File: src/logic/smd_pkg.sv
// Package of constants and types shared by the sector map detection ends
`default_nettype none
package smd_pkg;

	// ********************************************************************
	// Descriptor fields
	// ********************************************************************
	localparam logic [7:0] DETECT_OPCODE  = 8'h65;
	localparam logic [1:0] ADDR_LEN_VAR   = 2'h3;
	localparam logic [1:0] RSV_HI_ONES    = 2'h3;
	localparam logic [3:0] LATENCY_VAR    = 4'hf;
	localparam logic [5:0] RSV_LO_ONES    = 6'h3f;
	localparam logic       DESC_IS_CMD    = 1'h0;
	localparam logic       DESC_NOT_END   = 1'h0;
	localparam logic       DESC_IS_END    = 1'h1;
	localparam int         MASK_LSB       = 24;
	localparam int         OPCODE_LSB     = 8;
	localparam int         TYPE_BIT       = 1;
	localparam int         END_BIT        = 0;

	localparam logic [7:0]  MASK_MAP_STYLE = 8'h08;
	localparam logic [7:0]  MASK_PLACEMENT = 8'h04;
	localparam logic [7:0]  MASK_SIZE      = 8'h02;
	localparam logic [31:0] ADDR_CFG3      = 32'h0000_0004;
	localparam logic [31:0] ADDR_CFG1      = 32'h0000_0002;
	localparam logic [7:0]  UNMAPPED_BYTE  = 8'hff;

	// ********************************************************************
	// Table geometry
	// ********************************************************************
	localparam int IDX_W      = 3;
	localparam int TBL_DEPTH  = 6;
	localparam int INDEX_W    = 3;
	localparam logic [INDEX_W-1:0] MAX_INDEX = 3'h5;

	function automatic logic [31:0] smd_cmd_desc(input logic [7:0] mask, input logic last);
		smd_cmd_desc = {mask, ADDR_LEN_VAR, RSV_HI_ONES, LATENCY_VAR, DETECT_OPCODE,
			RSV_LO_ONES, DESC_IS_CMD, last};
	endfunction : smd_cmd_desc

	localparam logic [31:0] DESC_TABLE [TBL_DEPTH] = '{
		smd_cmd_desc(MASK_MAP_STYLE, DESC_NOT_END),
		ADDR_CFG3,
		smd_cmd_desc(MASK_PLACEMENT, DESC_NOT_END),
		ADDR_CFG1,
		smd_cmd_desc(MASK_SIZE, DESC_IS_END),
		ADDR_CFG3
	};

	// ********************************************************************
	// Controller registers on APB
	// ********************************************************************
	localparam int         APB_ADDR_W     = 8;
	localparam logic [7:0] OFS_CTRL       = 8'h00;
	localparam logic [7:0] OFS_STATUS     = 8'h04;
	localparam int         CTRL_START_BIT = 0;
	localparam int         ST_BUSY        = 0;
	localparam int         ST_DONE        = 1;
	localparam int         ST_ERR         = 2;
	localparam int         ST_IDX_LSB     = 4;
	localparam int         ST_UNIFORM     = 8;
	localparam int         ST_TOP         = 9;
	localparam logic [31:0] WORD_ZERO     = 32'h0000_0000;

	typedef enum logic [1:0] {
		SMD_IDLE       = 2'h0,
		SMD_FETCH_CMD  = 2'h1,
		SMD_FETCH_ADDR = 2'h3,
		SMD_READ_REG   = 2'h2
	} smd_state_t;

endpackage : smd_pkg
`default_nettype wire

File: src/logic/smd_link_if.sv
// Interface joining the parameter read path and the detection register reads
`timescale 1ns/1ns
`default_nettype none
interface smd_link_if;
	logic                        tbl_req;
	logic [smd_pkg::IDX_W-1:0]   tbl_idx;
	logic                        tbl_ack;
	logic [31:0]                 tbl_data;
	logic                        reg_req;
	logic [7:0]                  reg_op;
	logic [31:0]                 reg_addr;
	logic                        reg_ack;
	logic [7:0]                  reg_data;

	modport dev (
		input  tbl_req, tbl_idx, reg_req, reg_op, reg_addr,
		output tbl_ack, tbl_data, reg_ack, reg_data
	);
	modport host (
		output tbl_req, tbl_idx, reg_req, reg_op, reg_addr,
		input  tbl_ack, tbl_data, reg_ack, reg_data
	);
endinterface : smd_link_if
`default_nettype wire

File: src/logic/smd_host.sv
// Host end: walks the detection descriptors and forms the sector map index
//
// Functional notes
// [RULE_01] First descriptor mask 08h keeps bit 3
// [RULE_02] Bit 3: zero hybrid, one uniform map
// [RULE_03] Address length field reads 11b, variable
// [RULE_04] Latency field reads 1111b, variable latency
// [RULE_05] Detection instruction is register read 65h
// [RULE_06] Reserved fields read as all ones
// [RULE_07] Bit 1 zero marks command descriptor
// [RULE_08] First two not last; keep parsing
// [RULE_09] First descriptor address 04h, third config register
// [RULE_10] Second descriptor mask 04h keeps bit 2
// [RULE_11] Placement bit zero: parameter sectors bottom
// [RULE_12] Placement bit one: parameter sectors top
// [RULE_13] Second descriptor reads first config register 02h
// [RULE_14] Concatenate masked bits MSB first; reject unsupported
// [RULE_15] Descriptor contents constant, unchanged by writes
//
// The APB slave port and the address map were decided locally.
`timescale 1ns/1ns
`default_nettype none
module smd_host #(
	parameter int INDEX_W = smd_pkg::INDEX_W
) (
	input  wire logic                            pclk,
	input  wire logic                            presetn,
	smd_link_if.host                             link,
	input  wire logic [smd_pkg::APB_ADDR_W-1:0]  paddr,
	input  wire logic                            psel,
	input  wire logic                            penable,
	input  wire logic                            pwrite,
	input  wire logic [31:0]                     pwdata,
	output logic      [31:0]                     prdata,
	output logic                                 pready,
	output logic                                 pslverr
);
	typedef struct packed {
		smd_pkg::smd_state_t        st;
		logic [smd_pkg::IDX_W-1:0]  dw;
		logic [7:0]                 mask;
		logic [7:0]                 op;
		logic                       last;
		logic                       tbl_req;
		logic                       reg_req;
		logic [31:0]                reg_addr;
		logic [INDEX_W-1:0]         index;
		logic [3:0]                 nbits;
		logic                       busy;
		logic                       done;
		logic                       err;
		logic                       pready;
		logic                       pslverr;
		logic [31:0]                prdata;
	} smd_host_t;

	smd_host_t s_q;
	smd_host_t s_d;

	function automatic logic masked_bit(input logic [7:0] data, input logic [7:0] mask);
		masked_bit = |(data & mask);
	endfunction : masked_bit

	function automatic logic [31:0] status_word(input smd_host_t s);
		status_word = smd_pkg::WORD_ZERO;
		status_word[smd_pkg::ST_BUSY] = s.busy;
		status_word[smd_pkg::ST_DONE] = s.done;
		status_word[smd_pkg::ST_ERR]  = s.err;
		status_word[smd_pkg::ST_IDX_LSB +: INDEX_W] = s.index;
		status_word[smd_pkg::ST_UNIFORM] = s.done & s.index[INDEX_W-1];
		status_word[smd_pkg::ST_TOP]     = s.done & s.index[INDEX_W-2];
	endfunction : status_word

	logic               start_wr;
	logic               new_bit;
	logic [INDEX_W-1:0] new_index;

	assign start_wr  = psel & penable & s_q.pready & pwrite & ~s_q.pslverr
		& (paddr == smd_pkg::OFS_CTRL) & pwdata[smd_pkg::CTRL_START_BIT];
	assign new_bit   = masked_bit(link.reg_data, s_q.mask); // [RULE_01] [RULE_10]
	assign new_index = {s_q.index[INDEX_W-2:0], new_bit}; // [RULE_14]

	always_comb
	begin
		s_d = s_q;

		// ****************************************************************
		// APB slave, no wait states
		// ****************************************************************
		s_d.pready  = psel & ~penable;
		s_d.pslverr = 1'h0;
		s_d.prdata  = smd_pkg::WORD_ZERO;
		if (psel & ~penable)
		begin
			if (paddr == smd_pkg::OFS_STATUS)
			begin
				if (!pwrite)
					s_d.prdata = status_word(s_q); // [RULE_02] [RULE_11] [RULE_12]
			end
			else if (paddr != smd_pkg::OFS_CTRL)
				s_d.pslverr = 1'h1;
		end

		// ****************************************************************
		// Detection sequence
		// ****************************************************************
		case (s_q.st)
			smd_pkg::SMD_IDLE:
			begin
				if (start_wr)
				begin
					s_d.busy    = 1'h1;
					s_d.done    = 1'h0;
					s_d.err     = 1'h0;
					s_d.index   = '0;
					s_d.nbits   = '0;
					s_d.dw      = '0;
					s_d.tbl_req = 1'h1;
					s_d.st      = smd_pkg::SMD_FETCH_CMD;
				end
			end
			smd_pkg::SMD_FETCH_CMD:
			begin
				if (link.tbl_ack)
				begin
					if (link.tbl_data[smd_pkg::TYPE_BIT] != smd_pkg::DESC_IS_CMD) // [RULE_07]
					begin
						s_d.tbl_req = 1'h0;
						s_d.busy    = 1'h0;
						s_d.err     = 1'h1;
						s_d.done    = 1'h1;
						s_d.st      = smd_pkg::SMD_IDLE;
					end
					else
					begin
						s_d.mask = link.tbl_data[smd_pkg::MASK_LSB +: 8];
						s_d.op   = link.tbl_data[smd_pkg::OPCODE_LSB +: 8]; // [RULE_05]
						s_d.last = link.tbl_data[smd_pkg::END_BIT]; // [RULE_08]
						s_d.dw   = s_q.dw + 1'h1;
						s_d.st   = smd_pkg::SMD_FETCH_ADDR;
					end
				end
			end
			smd_pkg::SMD_FETCH_ADDR:
			begin
				if (link.tbl_ack)
				begin
					s_d.reg_addr = link.tbl_data; // [RULE_09] [RULE_13]
					s_d.tbl_req  = 1'h0;
					s_d.reg_req  = 1'h1;
					s_d.st       = smd_pkg::SMD_READ_REG;
				end
			end
			smd_pkg::SMD_READ_REG:
			begin
				if (link.reg_ack)
				begin
					s_d.reg_req = 1'h0;
					s_d.index   = new_index; // [RULE_14]
					s_d.nbits   = s_q.nbits + 1'h1;
					if (s_q.last)
					begin
						s_d.busy = 1'h0;
						s_d.done = 1'h1;
						s_d.err  = (int'(s_q.nbits) != INDEX_W - 1)
							| (new_index > smd_pkg::MAX_INDEX); // [RULE_14]
						s_d.st   = smd_pkg::SMD_IDLE;
					end
					else if (int'(s_q.nbits) >= INDEX_W - 1)
					begin
						s_d.busy = 1'h0;
						s_d.done = 1'h1;
						s_d.err  = 1'h1;
						s_d.st   = smd_pkg::SMD_IDLE;
					end
					else
					begin
						s_d.dw      = s_q.dw + 1'h1; // [RULE_08]
						s_d.tbl_req = 1'h1;
						s_d.st      = smd_pkg::SMD_FETCH_CMD;
					end
				end
			end
			default:
			begin
				s_d = '0;
			end
		endcase
	end

	always_ff @(posedge pclk or negedge presetn)
	begin
		if (!presetn)
			s_q <= '0;
		else
			s_q <= s_d;
	end

	assign link.tbl_req  = s_q.tbl_req;
	assign link.tbl_idx  = s_q.dw;
	assign link.reg_req  = s_q.reg_req;
	assign link.reg_op   = s_q.op;
	assign link.reg_addr = s_q.reg_addr;
	assign prdata        = s_q.prdata;
	assign pready        = s_q.pready;
	assign pslverr       = s_q.pslverr;
endmodule : smd_host
`default_nettype wire

File: src/flat_wrapper.sv
// flat-port wrapper written by rule: the top's interface ports become plain ports
module smd_host_flat 
#(
	parameter int INDEX_W = smd_pkg::INDEX_W
)
  (pclk, presetn, paddr, psel, penable, pwrite, pwdata, prdata, pready, pslverr, link_tbl_req, link_tbl_idx, link_reg_req, link_reg_op, link_reg_addr, link_tbl_ack, link_tbl_data, link_reg_ack, link_reg_data);
  smd_link_if link_i ();
  input  wire logic pclk;
  input  wire logic presetn;
  input  wire logic [smd_pkg::APB_ADDR_W-1:0] paddr;
  input  wire logic psel;
  input  wire logic penable;
  input  wire logic pwrite;
  input  wire logic [31:0] pwdata;
  output logic      [31:0] prdata;
  output logic pready;
  output logic pslverr;
  output wire logic [$bits(link_i.tbl_req)-1:0] link_tbl_req;
  output wire logic [$bits(link_i.tbl_idx)-1:0] link_tbl_idx;
  output wire logic [$bits(link_i.reg_req)-1:0] link_reg_req;
  output wire logic [$bits(link_i.reg_op)-1:0] link_reg_op;
  output wire logic [$bits(link_i.reg_addr)-1:0] link_reg_addr;
  input wire logic [$bits(link_i.tbl_ack)-1:0] link_tbl_ack;
  input wire logic [$bits(link_i.tbl_data)-1:0] link_tbl_data;
  input wire logic [$bits(link_i.reg_ack)-1:0] link_reg_ack;
  input wire logic [$bits(link_i.reg_data)-1:0] link_reg_data;
  assign link_tbl_req = link_i.tbl_req;
  assign link_tbl_idx = link_i.tbl_idx;
  assign link_reg_req = link_i.reg_req;
  assign link_reg_op = link_i.reg_op;
  assign link_reg_addr = link_i.reg_addr;
  assign link_i.tbl_ack = link_tbl_ack;
  assign link_i.tbl_data = link_tbl_data;
  assign link_i.reg_ack = link_reg_ack;
  assign link_i.reg_data = link_reg_data;
  smd_host #(.INDEX_W(INDEX_W)) u_core (.pclk(pclk), .presetn(presetn), .link(link_i), .paddr(paddr), .psel(psel), .penable(penable), .pwrite(pwrite), .pwdata(pwdata), .prdata(prdata), .pready(pready), .pslverr(pslverr));
endmodule
File: config.mk
export PLATFORM = sky130hd
export DESIGN_NAME = smd_host_flat
export DESIGN_NICKNAME = d
export VERILOG_FILES = /design/src/logic/smd_pkg.sv /design/src/logic/smd_link_if.sv /design/src/logic/smd_host.sv /design/src/flat_wrapper.sv
export SDC_FILE = /design/constraint.sdc
export NUM_CORES = 1
export LEC_CHECK = 0
export BUFFER_PORTS_ARGS = -buffer_cell sky130_fd_sc_hd__buf_2
export CORE_MARGIN = 2
export CORE_UTILIZATION = 48
export DETAILED_ROUTE_END_ITERATION = 8
export HOLD_SLACK_MARGIN = 0.1
export PLACE_DENSITY = 0.88
export RECOVER_POWER = 50
export SYNTH_ARGS = -nofsm -noshare
export SYNTH_HDL_FRONTEND = slang
export SYNTH_SLANG_ARGS = --single-unit
File: constraint.sdc
create_clock -name pclk -period 2 [get_ports pclk]
set_clock_uncertainty 0.05 [all_clocks]
set_input_delay 0.2 -clock pclk [delete_from_list [all_inputs] [get_ports pclk]]
set_output_delay 0.2 -clock pclk [all_outputs]
set_load 0.005 [all_outputs]
-- Word level (Yosys, flattened, before mapping)
Index checks and enable logic that the tools add are counted.
- eq/ne operators: 14
- reductions and logical operators: 15
- shift operators: 0
- bitwise logic cells: 14
- $lt $le $gt $ge: 2
- multiplexer cells: 33
- div/mod/pow operators: 0
- multiply operators: 0
- $add $sub $neg: 2
- operator list (cell ; number):
    10-bit 2-to-1 mux ; 4
    34-bit 2-to-1 mux ; 1
    33-bit 2-to-1 mux ; 1
    23-bit 2-to-1 mux ; 1
    20-bit 2-to-1 mux ; 1
    3-bit 2-to-1 mux ; 6
    3-bit case mux with 3 select lines ; 2
    2-bit inequality test, second input constant ; 7
    7-bit case mux with 2 select lines ; 1
    7-bit AND reduction ; 2
    5-bit 2-to-1 mux ; 2
    1-bit AND ; 9
    3-bit AND reduction ; 3
    8-bit AND ; 1
    8-bit by 3-bit equality test with 1-bit output, second input constant ; 1
    8-bit logical NOT ; 1
    2-bit 2-to-1 mux ; 4
    2-bit case mux with 4 select lines ; 1
    8-bit nonzero test ; 1
    8-bit OR reduction ; 1
    1-bit 2-to-1 mux ; 7
    6-bit AND reduction ; 1
    4-bit by 1-bit adder with 4-bit output, second input constant ; 1
    2-bit equality test, second input constant ; 2
    other kinds (16) ; 19
- RAM bits: 0
- bits in registers: 100
- latch bits: 0
- bits in read-only memories: 0
- output and inout bits: 79
- word-level logic and storage cells: 96
- memories: 0

-- Logic depth before layout (Yosys ltp)
Gate-level depths: netlist of the first run.
- depth in word-level cells: 8
- mapped depth: 7

-- Worst setup path before layout of the first run
OpenSTA, ideal clock, no wires.
- path type: register to register
- start: reg u_core.s_q[98] (netlist bit)
- end: reg u_core.s_q (netlist bit u_core.link.tbl_idx[0])
- required time: 1825 ps
- cell stages (with the launch flop): 7
- path slack: 271 ps
- library setup time: 125 ps
- arrival time: 1554 ps
- period minus slack after synthesis: 1729 ps
- cells stage by stage: dfrtp_1 -> inv_1 -> ha_1 -> buf_2 -> a221oi_1 -> nand3_2 -> mux2_2
- longest elaborated chain between the ends: 3
- elaborated cells on any way between the ends: 12
- RTL lines (what ; RTL line ; RTL):
    start: declaration ; smd_host.sv:57 ; smd_host_t s_q;
    start signal: assignment ; smd_host.sv:194 ; s_q <= '0;
    start signal: assignment ; smd_host.sv:196 ; s_q <= s_d;
    2-bit by 1-bit equality test with 1-bit output, or another cell as far along ; smd_host.sv:107 ; case (s_q.st)
    2-bit inequality test (no source line), or another cell as far along ; - ;
    7-bit AND reduction (no source line) ; - ;
Several ways; a longest one is shown, not always the timed one.
A chain may end at the register's enable or synchronous reset.

-- Worst setup path in the final report of the first run
Ends and elaborated chain as after synthesis.

==> flow_metrics.py, run 1 <==
metrics = {
    "clock_tree": {
        "cts_tree": "yes",
        "post_cts_buffers": 0,
        "cts_root_buffer": "clkbuf_8",
        "insertion_delay_ps": 340,
        "cts.sinks": 76,
        "clk_pin_slew_ps": 70,
        "numCtsBuffers": 9,
        "htree_num_levels": 3,
        "clock_path_buffers": 2,
    },
    "yosys": {
        "synth-edff-count": 0,
        "synth_area_leader_cell": "dfrtp_1",
        "seq_area_frac_synth_pct": 49.6,
        "yosysTopAreaCellShare_pct": 49.6,
        "synth_most_common_cell": "dfrtp_1",
        "yosysWarnings": 0,
        "yosys-top-cells-count": "dfrtp_1 (76), buf_4 (75), nand2_1 (56), mux2_2 (34), inv_1 (10)",
        "synth.avg_cell_area_sq_um": 11.2,
        "ys_async_sr_fraction_pct": 100,
        "ys_top_cells_by_area": "dfrtp_1 (50%), buf_4 (15%), mux2_2 (10%)",
        "syn_area_sq_um": 3840,
        "ys_seq_elements": 76,
        "synthCells": 342,
        "synth_cell_types": 51,
        "synthFlopType": "dfrtp_1",
    },
    "sta": {
        "grt_setup_unrepaired": "false",
        "min_period_ps": 1850,
        "finalSetupTns_ps": 0,
        "hold_viol_final": 0,
        "relSlewSlack_pct": 41.5,
        "finalMaxSlewViolations": 0,
        "max_freq_mhz": 541,
        "tightest_slew_ps": 877,
        "setup_violations": 0,
        "post-route-period-util_pct": 92.5,
        "holdWs_ps": 127,
    },
    "finish": {
        "drive_gt1_share_pct": 38.0,
        "final_cells": 549,
        "area_delta_synth_final_pct": 19.3,
        "diodes": 0,
        "fill_cells": 605,
        "final_nets": 536,
        "fin_area_sq_um": 4580,
    },
    "route": {
        "drt_wl_total_mm": 7.87,
        "vias": 2661,
        "drt.antenna.violating_nets": 0,
        "first_pass_iters": 4,
        "drt_iter0_markers": 141,
        "wl_per_cell_microns": 14.3,
        "routed_via_density": 4.85,
        "drcViolationCount": 0,
    },
    "floorplan": {
        "num_rows": 32,
        "io_pins": 166,
        "start_util_pct": 49.6,
        "dieHeight_microns": 93.4,
        "fp.dieArea_sq_um": 8720,
        "chipWidth_microns": 93.4,
        "core_area_sq_um": 7730,
    },
    "power_and_ir_drop": {
        "power_density_nw_per_um2": 1260,
        "ir_drop_uv": 712,
        "p_total_mw": 5.77,
        "leakagePower_nw": 2.38,
    },
    "setup_path": {
        "cp.required_ps": 2170,
        "worstSetupStartpointType": "register",
        "crit_arrival_ps": 2020,
        "critPathMaxFanout": 7,
        "crit_type": "reg -> reg",
        "cp-end-kind": "register",
    },
    "min_path": {
        "worstHoldPathType": "in -> reg",
    },
    "global_routing": {
        "antenna_found_initial": 0,
        "gr-total-overflow": 0,
        "grt_max_degree": 42,
        "track_usage_pct": 18.8,
        "grt_pass1_wl_mm": 12.6,
        "grt_pass1_vias": 2734,
    },
    "place": {
        "place_inst": 499,
        "portBuffers": 110,
        "dpl_cell_area_sq_um": 4070,
        "hpwl_mm": 5.35,
        "place_congestion": 0.871,
    },
    "job": {
        "maxCapViolations": 0,
    },
    "outcome": {
        "status": "completed",
    },
}
worst max-delay path: stages (launching register included):
cell and delay [ps]:
dfrtp_1 410, inv_1 100, ha_2 220, buf_4 160, inv_1 90, a21o_1 230, nand3_2 120, mux2_2 340
registers in the layout, indices dropped and copies added (netlist names):
register,flops
u_core.link.reg_addr,32
u_core.link.tbl_req,1
u_core.prdata,8
u_core.s_q,19
u_core.new_index,2
u_core.link.reg_req,1
u_core.link.tbl_idx,3
u_core.link.reg_op,8
u_core.pslverr,1
u_core.pready,1
layout by cell type (no fill, tap or decap), types with 2 or more instances in the layout:
cell | netlist | final
ha_1 | 7 | 6
mux2_2 | 34 | 34
clkbuf_1 | 1 | 12
a22o_2 | 4 | 4
nor2b_1 | 3 | 3
mux2i_1 | 3 | 3
clkinv_2 | 0 | 2
a21oi_1 | 2 | 2
o21ai_0 | 5 | 4
a22oi_1 | 4 | 4
nand2_1 | 56 | 56
dfrtp_1 | 76 | 76
dlygate4sd3_1 | 0 | 34
nor2_1 | 5 | 5
inv_1 | 10 | 10
conb_1 | 1 | 24
clkbuf_8 | 0 | 10
a21boi_0 | 2 | 2
and3_1 | 4 | 4
nand2b_1 | 3 | 3
buf_4 | 75 | 3
and2_1 | 6 | 6
buf_2 | 5 | 99
and3b_1 | 2 | 2
nand3b_1 | 2 | 2
nand3_1 | 2 | 2
a221o_1 | 2 | 2
nor3_1 | 2 | 2
metal layers:
layer	track usage [%]	vias up	wire [microns]
li1	-	1257	-
met1	20.4	1298	3000
met2	34.2	88	4260
met3	4.27	18	386
met4	9.19	0	223
met5	0	-	0
timing repair:
| item | 4_1_cts | 5_1_grt |
|---|---|---|
| hold buffers | 34 | 0 |
| resized for setup | 0 | 3 |
| setup endpoints to repair | 0 | 2 |
| endpoints found under the hold margin | 84 | 0 |
cells by family after synthesis:
group	count (synthesis)	synth area share [%]
flip-flops	76	49.6
AND/OR/NAND/NOR	98	13.7
adder cells (fa/ha/maj)	7	2.28
other	1	0.0978
buffers and inverters	93	16.6
multiplexers	38	11.2
AO/OA/AOI/OAI	29	6.56
final cells by class:
cell class	count	area, sq um	share of cell area, %
Clock buffer	12	145	3.17
Clock inverter	4	48.8	1.07
Inverter	10	37.5	0.820
Multi-Input combinational cell	196	1390	30.3
Sequential cell	76	1900	41.6
Tap cell	102	128	2.79
Timing Repair Buffer	149	928	20.3
report_power, final:
| part | switching (mW) | internal, mW | total [mW] |
|---|---|---|---|
| Combinational | 1.04 | 1.11 | 2.15 |
| Clock | 0.543 | 0.610 | 1.15 |
| Sequential | 0.335 | 2.13 | 2.46 |
per-stage QoR:
step	setup WS, ps	utilization [%]
6_report	150	59.2
5_1_grt	51.6	59.2
4_1_cts	58.1	59.5
3_5_place_dp	80.2	52.6
3_3_place_gp	145	52.6
2_1_floorplan	271	-
worst paths after layout:
kind,start,to,slack [ps],depth (start not counted)
max,u_core.s_q[98],u_core.link.tbl_idx[0],150,7
min,link_tbl_data[1],u_core.link.reg_addr[1],130,2
max reg2reg,u_core.s_q[98],u_core.link.tbl_idx[0],150,7
min reg2reg,u_core.link.reg_op[2],u_core.link.reg_op[2],420,2
max in group asynchronous,presetn,u_core.prdata[9],310,3
min in group asynchronous,presetn,u_core.link.reg_op[3],460,2
No activity file was read; power rests on OpenSTA's default activity.
==> run 2: changes to the inputs <==
- CORE_ASPECT_RATIO: default -> 1.75
==> run 2 against run 1 <==
  * Final area up 0.96%
  * Wire length down 1.5%
  * Final cell count decreased by 2.6%
  * Worst hold slack better by 15 ps
  * Critical endpoint is now u_core.link.tbl_req
==> flow_metrics.py, run 2 (synthesis gave the netlist of run 1 again) <==
metrics = {
    "outcome": {
        "status": "completed",
    },
    "finish": {
        "fill_cells": 647,
        "diodes": 0,
        "multiInputGateArea_sq_um": 1380,
        "final_nets": 537,
        "layout_common_cells": "dfrtp_1 (76), buf_2 (75), nand2_1 (56), clkbuf_1 (35)",
        "register_area_sq_um": 1900,
        "area_delta_synth_final_pct": 20.5,
        "final_cells": 535,
        "largest_reg_flops": 32,
        "final_common_cell": "dfrtp_1",
        "drive_gt1_share_pct": 32.4,
    },
    "floorplan": {
        "dieHeight_microns": 122,
        "start_util_pct": 48.8,
        "core_area_sq_um": 7860,
        "chipWidth_microns": 71.6,
        "fp.dieArea_sq_um": 8750,
        "io_pins": 166,
        "num_rows": 43,
    },
    "global_routing": {
        "track_usage_pct": 18.6,
        "grt_max_degree": 43,
        "grt_pass1_wl_mm": 12.4,
        "grt_pass1_vias": 2672,
        "antenna_found_initial": 0,
        "gr-total-overflow": 0,
    },
    "sta": {
        "finalMaxSlewViolations": 0,
        "hold_viol_final": 0,
        "grt_setup_unrepaired": "false",
        "tightest_slew_ps": 873,
        "min_period_ps": 1900,
        "post-route-period-util_pct": 95.0,
        "max_freq_mhz": 526,
        "relSlewSlack_pct": 41.8,
        "setup_violations": 0,
        "finalSetupTns_ps": 0,
    },
    "setup_path": {
        "cp-end-kind": "register",
        "cp.required_ps": 2160,
        "crit_slowest_cell": "dfrtp_1",
        "critPathMaxFanout": 4,
        "cp_cell_sequence": "inv_1 -> ha_1 -> or2b_2 -> o21ai_0 -> and2b_2 -> a32o_1",
        "critPathBufInv": 1,
        "crit_arrival_ps": 2060,
        "worstSetupStartpointType": "register",
        "crit_type": "reg -> reg",
        "max_stage_delay_ps": 410,
        "cpLargestDelayFamily": "simple AND/OR/NAND/NOR gates",
    },
    "clock_tree": {
        "htree_num_levels": 3,
        "cts_resized": 0,
        "clk_pin_slew_ps": 50,
        "cts.sinks": 76,
        "cts_tree": "yes",
        "post_cts_buffers": 0,
        "cts_hold_buf": 34,
        "insertion_delay_ps": 320,
        "numCtsBuffers": 9,
        "clock_path_buffers": 2,
        "cts_root_buffer": "clkbuf_16",
    },
    "power_and_ir_drop": {
        "power_density_nw_per_um2": 1320,
        "leakagePower_nw": 2.34,
        "ir_drop_uv": 936,
    },
    "min_path": {
        "worstHoldPathType": "in -> reg",
    },
    "route": {
        "drt_wl_total_mm": 7.76,
        "wl_per_cell_microns": 14.5,
        "vias": 2621,
        "drt_iter0_markers": 63,
        "first_pass_iters": 4,
        "routed_via_density": 4.90,
        "drt.antenna.violating_nets": 0,
        "drcViolationCount": 0,
    },
    "place": {
        "hpwl_mm": 5.37,
        "place_congestion": 0.829,
        "portBuffers": 110,
        "place_inst": 488,
    },
    "job": {
        "maxCapViolations": 0,
    },
}
-- run 2: changes by cell type in the layout (fill, tap and decap cells not counted), sizes merged --
cell / before / now
clkinvlp: 0 / 1
clkbuf: 24 / 46
clkinv: 3 / 0
buf: 103 / 81
-- run 2: path summary, 6_finish.rpt --
kind,from,endpoint,slack (ps),cells past startpoint
setup / recovery,u_core.s_q[98],u_core.link.tbl_req,100,6
setup reg to reg,u_core.s_q[98],u_core.link.tbl_req,100,6
max in group asynchronous,presetn,u_core.link.reg_addr[12],710,3
hold reg to reg,u_core.link.reg_op[0],u_core.link.reg_op[0],430,2
hold / removal,link_tbl_data[1],u_core.link.reg_addr[1],140,2
min in group asynchronous,presetn,u_core.link.reg_addr[28],480,2
-- run 2: per-stage QoR --
| stage | utilization (%) | cell area, sq um | hold WS (ps) | setup slack (ps) | power, mW |
|---|---|---|---|---|---|
| finish | 58.8 | 4620 | 142 | 99.2 | 6.10 |
| global route | 58.8 | 4620 | 155 | 17.9 | 6.48 |
| CTS | 59.4 | 4670 | 128 | 115 | 6.18 |
| detailed placement | 51.5 | 4050 | 138 | 121 | 4.57 |
| global placement | 51.5 | 4050 | 125 | 216 | 4.43 |
| floorplan | - | 3920 | -146 | 271 | 4.29 |
-- run 2: layer usage --
layer	wire length [microns]	GRT usage (%)	vias to the layer above
met5	0	0	-
met4	173	10.0	0
met3	379	3.94	13
met2	4280	33.7	101
met1	2920	19.7	1264
li1	-	-	1243
-- run 2: cell type report --
cell class              count  share of cell area, %
clock inverters             2                  0.812
well taps                  90                   2.44
flip-flops and latches     76                   41.2
clock buffers              11                   5.25
multi-input cells         196                   29.9
inverters                  10                  0.812
repair buffers            150                   19.6
-- run 2: report_power, final --
| group | internal (mW) | switching [mW] |
|---|---|---|
| sequential | 2.13 | 0.337 |
| combinational | 1.06 | 1.03 |
| clock | 0.978 | 0.558 |
==> run 3: changes to the inputs <==
- clock period: 2 -> 1.8 ns (I/O delays scaled with it)
==> run 3 against run 2 <==
  * Die area did not move
  * Critical path depth unchanged
  * Flip-flop and latch count unchanged
  * Worst setup slack got worse by 48 ps
  * Non-clock buffer count rose by 10
  * Sequential power is 11% higher
  * Count of clock-buffer cells in the layout increased by 2
  * Utilization is 1.8 points higher
  * Largest cell class unchanged
==> flow_metrics.py, run 3 (synthesis gave the netlist of run 1 again) <==
metrics = {
    "finish": {
        "final_common_cell": "buf_2",
        "largest_reg_flops": 32,
        "layout_common_cells": "buf_2 (77), dfrtp_1 (76), nand2_1 (56), mux2_2 (34), dlygate4sd3_1 (34)",
        "final_core_util_pct": 60.7,
        "multiInputGateArea_sq_um": 1420,
        "final_nets": 547,
        "area_delta_synth_final_pct": 24.2,
        "fill_cells": 627,
        "drive_gt1_share_pct": 36.2,
        "final_cells": 548,
        "register_area_sq_um": 1900,
        "diodes": 0,
    },
    "sta": {
        "post-route-period-util_pct": 97.1,
        "setup_violations": 0,
        "tightest_slew_ps": 871,
        "relSlewSlack_pct": 41.9,
        "fin_ws_ps": 51.5,
        "finalMaxSlewViolations": 0,
        "min_period_ps": 1750,
        "max_freq_mhz": 572,
        "hold_viol_final": 0,
    },
    "global_routing": {
        "gr-total-overflow": 0,
        "track_usage_pct": 19.1,
        "grt_pass1_wl_mm": 12.6,
        "grt_max_degree": 43,
        "grt_pass1_vias": 2754,
        "antenna_found_initial": 0,
    },
    "floorplan": {
        "dieHeight_microns": 122,
        "num_rows": 43,
        "start_util_pct": 48.8,
        "core_area_sq_um": 7860,
        "io_pins": 166,
        "chipWidth_microns": 71.6,
        "fp.dieArea_sq_um": 8750,
    },
    "clock_tree": {
        "cts_root_buffer": "clkbuf_16",
        "insertion_delay_ps": 330,
        "htree_num_levels": 3,
        "cts_tree": "yes",
        "clk_pin_slew_ps": 60,
        "numCtsBuffers": 9,
        "cts.sinks": 76,
        "clock_path_buffers": 2,
    },
    "place": {
        "hpwl_mm": 5.45,
        "place_congestion": 0.822,
        "place_ws_ps": -4.44,
        "place_inst": 494,
        "portBuffers": 110,
    },
    "setup_path": {
        "crit_arrival_ps": 1910,
        "cpLargestDelayFamily": "compound AO/OA/AOI/OAI gates",
        "crit_type": "reg -> reg",
        "worstSetupStartpointType": "register",
        "critPathMaxFanout": 8,
        "cp.required_ps": 1960,
        "rrSetupSlack_ps": 50,
        "path_common_cell": "inv_1",
        "cp_cell_sequence": "inv_1 -> ha_1 -> inv_1 -> a41o_4 -> and2_2 -> a221o_1",
        "cp-end-kind": "register",
        "crit_slowest_cell": "dfrtp_1",
        "critPathBufInv": 2,
        "max_stage_delay_ps": 410,
    },
    "power_and_ir_drop": {
        "leakagePower_nw": 2.42,
        "ir_drop_uv": 858,
        "power_density_nw_per_um2": 1490,
    },
    "job": {
        "maxCapViolations": 0,
    },
    "route": {
        "drcViolationCount": 0,
        "first_pass_iters": 4,
        "routed_via_density": 4.94,
        "drt.antenna.violating_nets": 0,
        "wl_per_cell_microns": 14.7,
        "drt_wl_total_mm": 8.08,
        "drt_iter0_markers": 117,
        "vias": 2707,
    },
    "min_path": {
        "worstHoldPathType": "in -> reg",
    },
    "outcome": {
        "status": "completed",
    },
}
run 3: changes by cell type in the layout (fill, tap and decap cells not counted), sizes merged:
cell / before / now
clkinv: 0 / 2
clkinvlp: 1 / 0
buf: 81 / 93
run 3: per-layer routing:
metal  up-vias  GRT usage [%]  part of all wire (%)
met4         0           11.1                   3.5
met1      1300           19.3                    37
met2       111           35.4                    55
met5         -              0                     0
met3        22           3.69                   5.3
li1       1274              -                     -
run 3: layout make-up:
class	instances	share of cell area, %
Clock buffer	13	5.67
Multi-Input combinational cell	196	29.9
Tap cell	90	2.36
Inverter	10	0.788
Sequential cell	76	39.9
Clock inverter	3	0.919
Timing Repair Buffer	160	20.5
run 3: report_power, final:
group / switching [mW] / internal (mW)
registers: 0.375 / 2.37
clock network: 0.648 / 1.19
logic: 1.21 / 1.32
run 3: through the flow:
stage | area (sq um) | hold slack, ps | setup TNS (ps) | total power, mW
5_1_grt | 4760 | 138 | -92.4 | 7.56
6_report | 4760 | 122 | 0 | 7.11
3_3_place_gp | 4090 | 105 | 0 | 5.00
2_1_floorplan | 3920 | -166 | 0 | 4.77
4_1_cts | 4750 | 111 | 0 | 7.09
3_5_place_dp | 4090 | 115 | -4.44 | 5.15
run 3: path summary, 6_finish.rpt:
check,depth (start not counted),from,endpoint
worst max register to register,6,u_core.s_q[98],u_core.s_q[39]
worst max-delay path,6,u_core.s_q[98],u_core.s_q[39]
worst min register to register,2,u_core.link.reg_op[0],u_core.link.reg_op[0]
max in group asynchronous,3,presetn,u_core.link.reg_addr[6]
worst min-delay path,2,link_tbl_data[1],u_core.link.reg_addr[1]
min in group asynchronous,2,presetn,u_core.link.reg_addr[30]
run 3: timing repair:
item                                    4_1_cts  5_1_grt
hold endpoints to repair                     84        0
buffers inserted                              0        4
endpoints found under the setup margin        3       11
resized for setup                             3        9
hold buffers                                 34        0
pin swaps                                     0        2
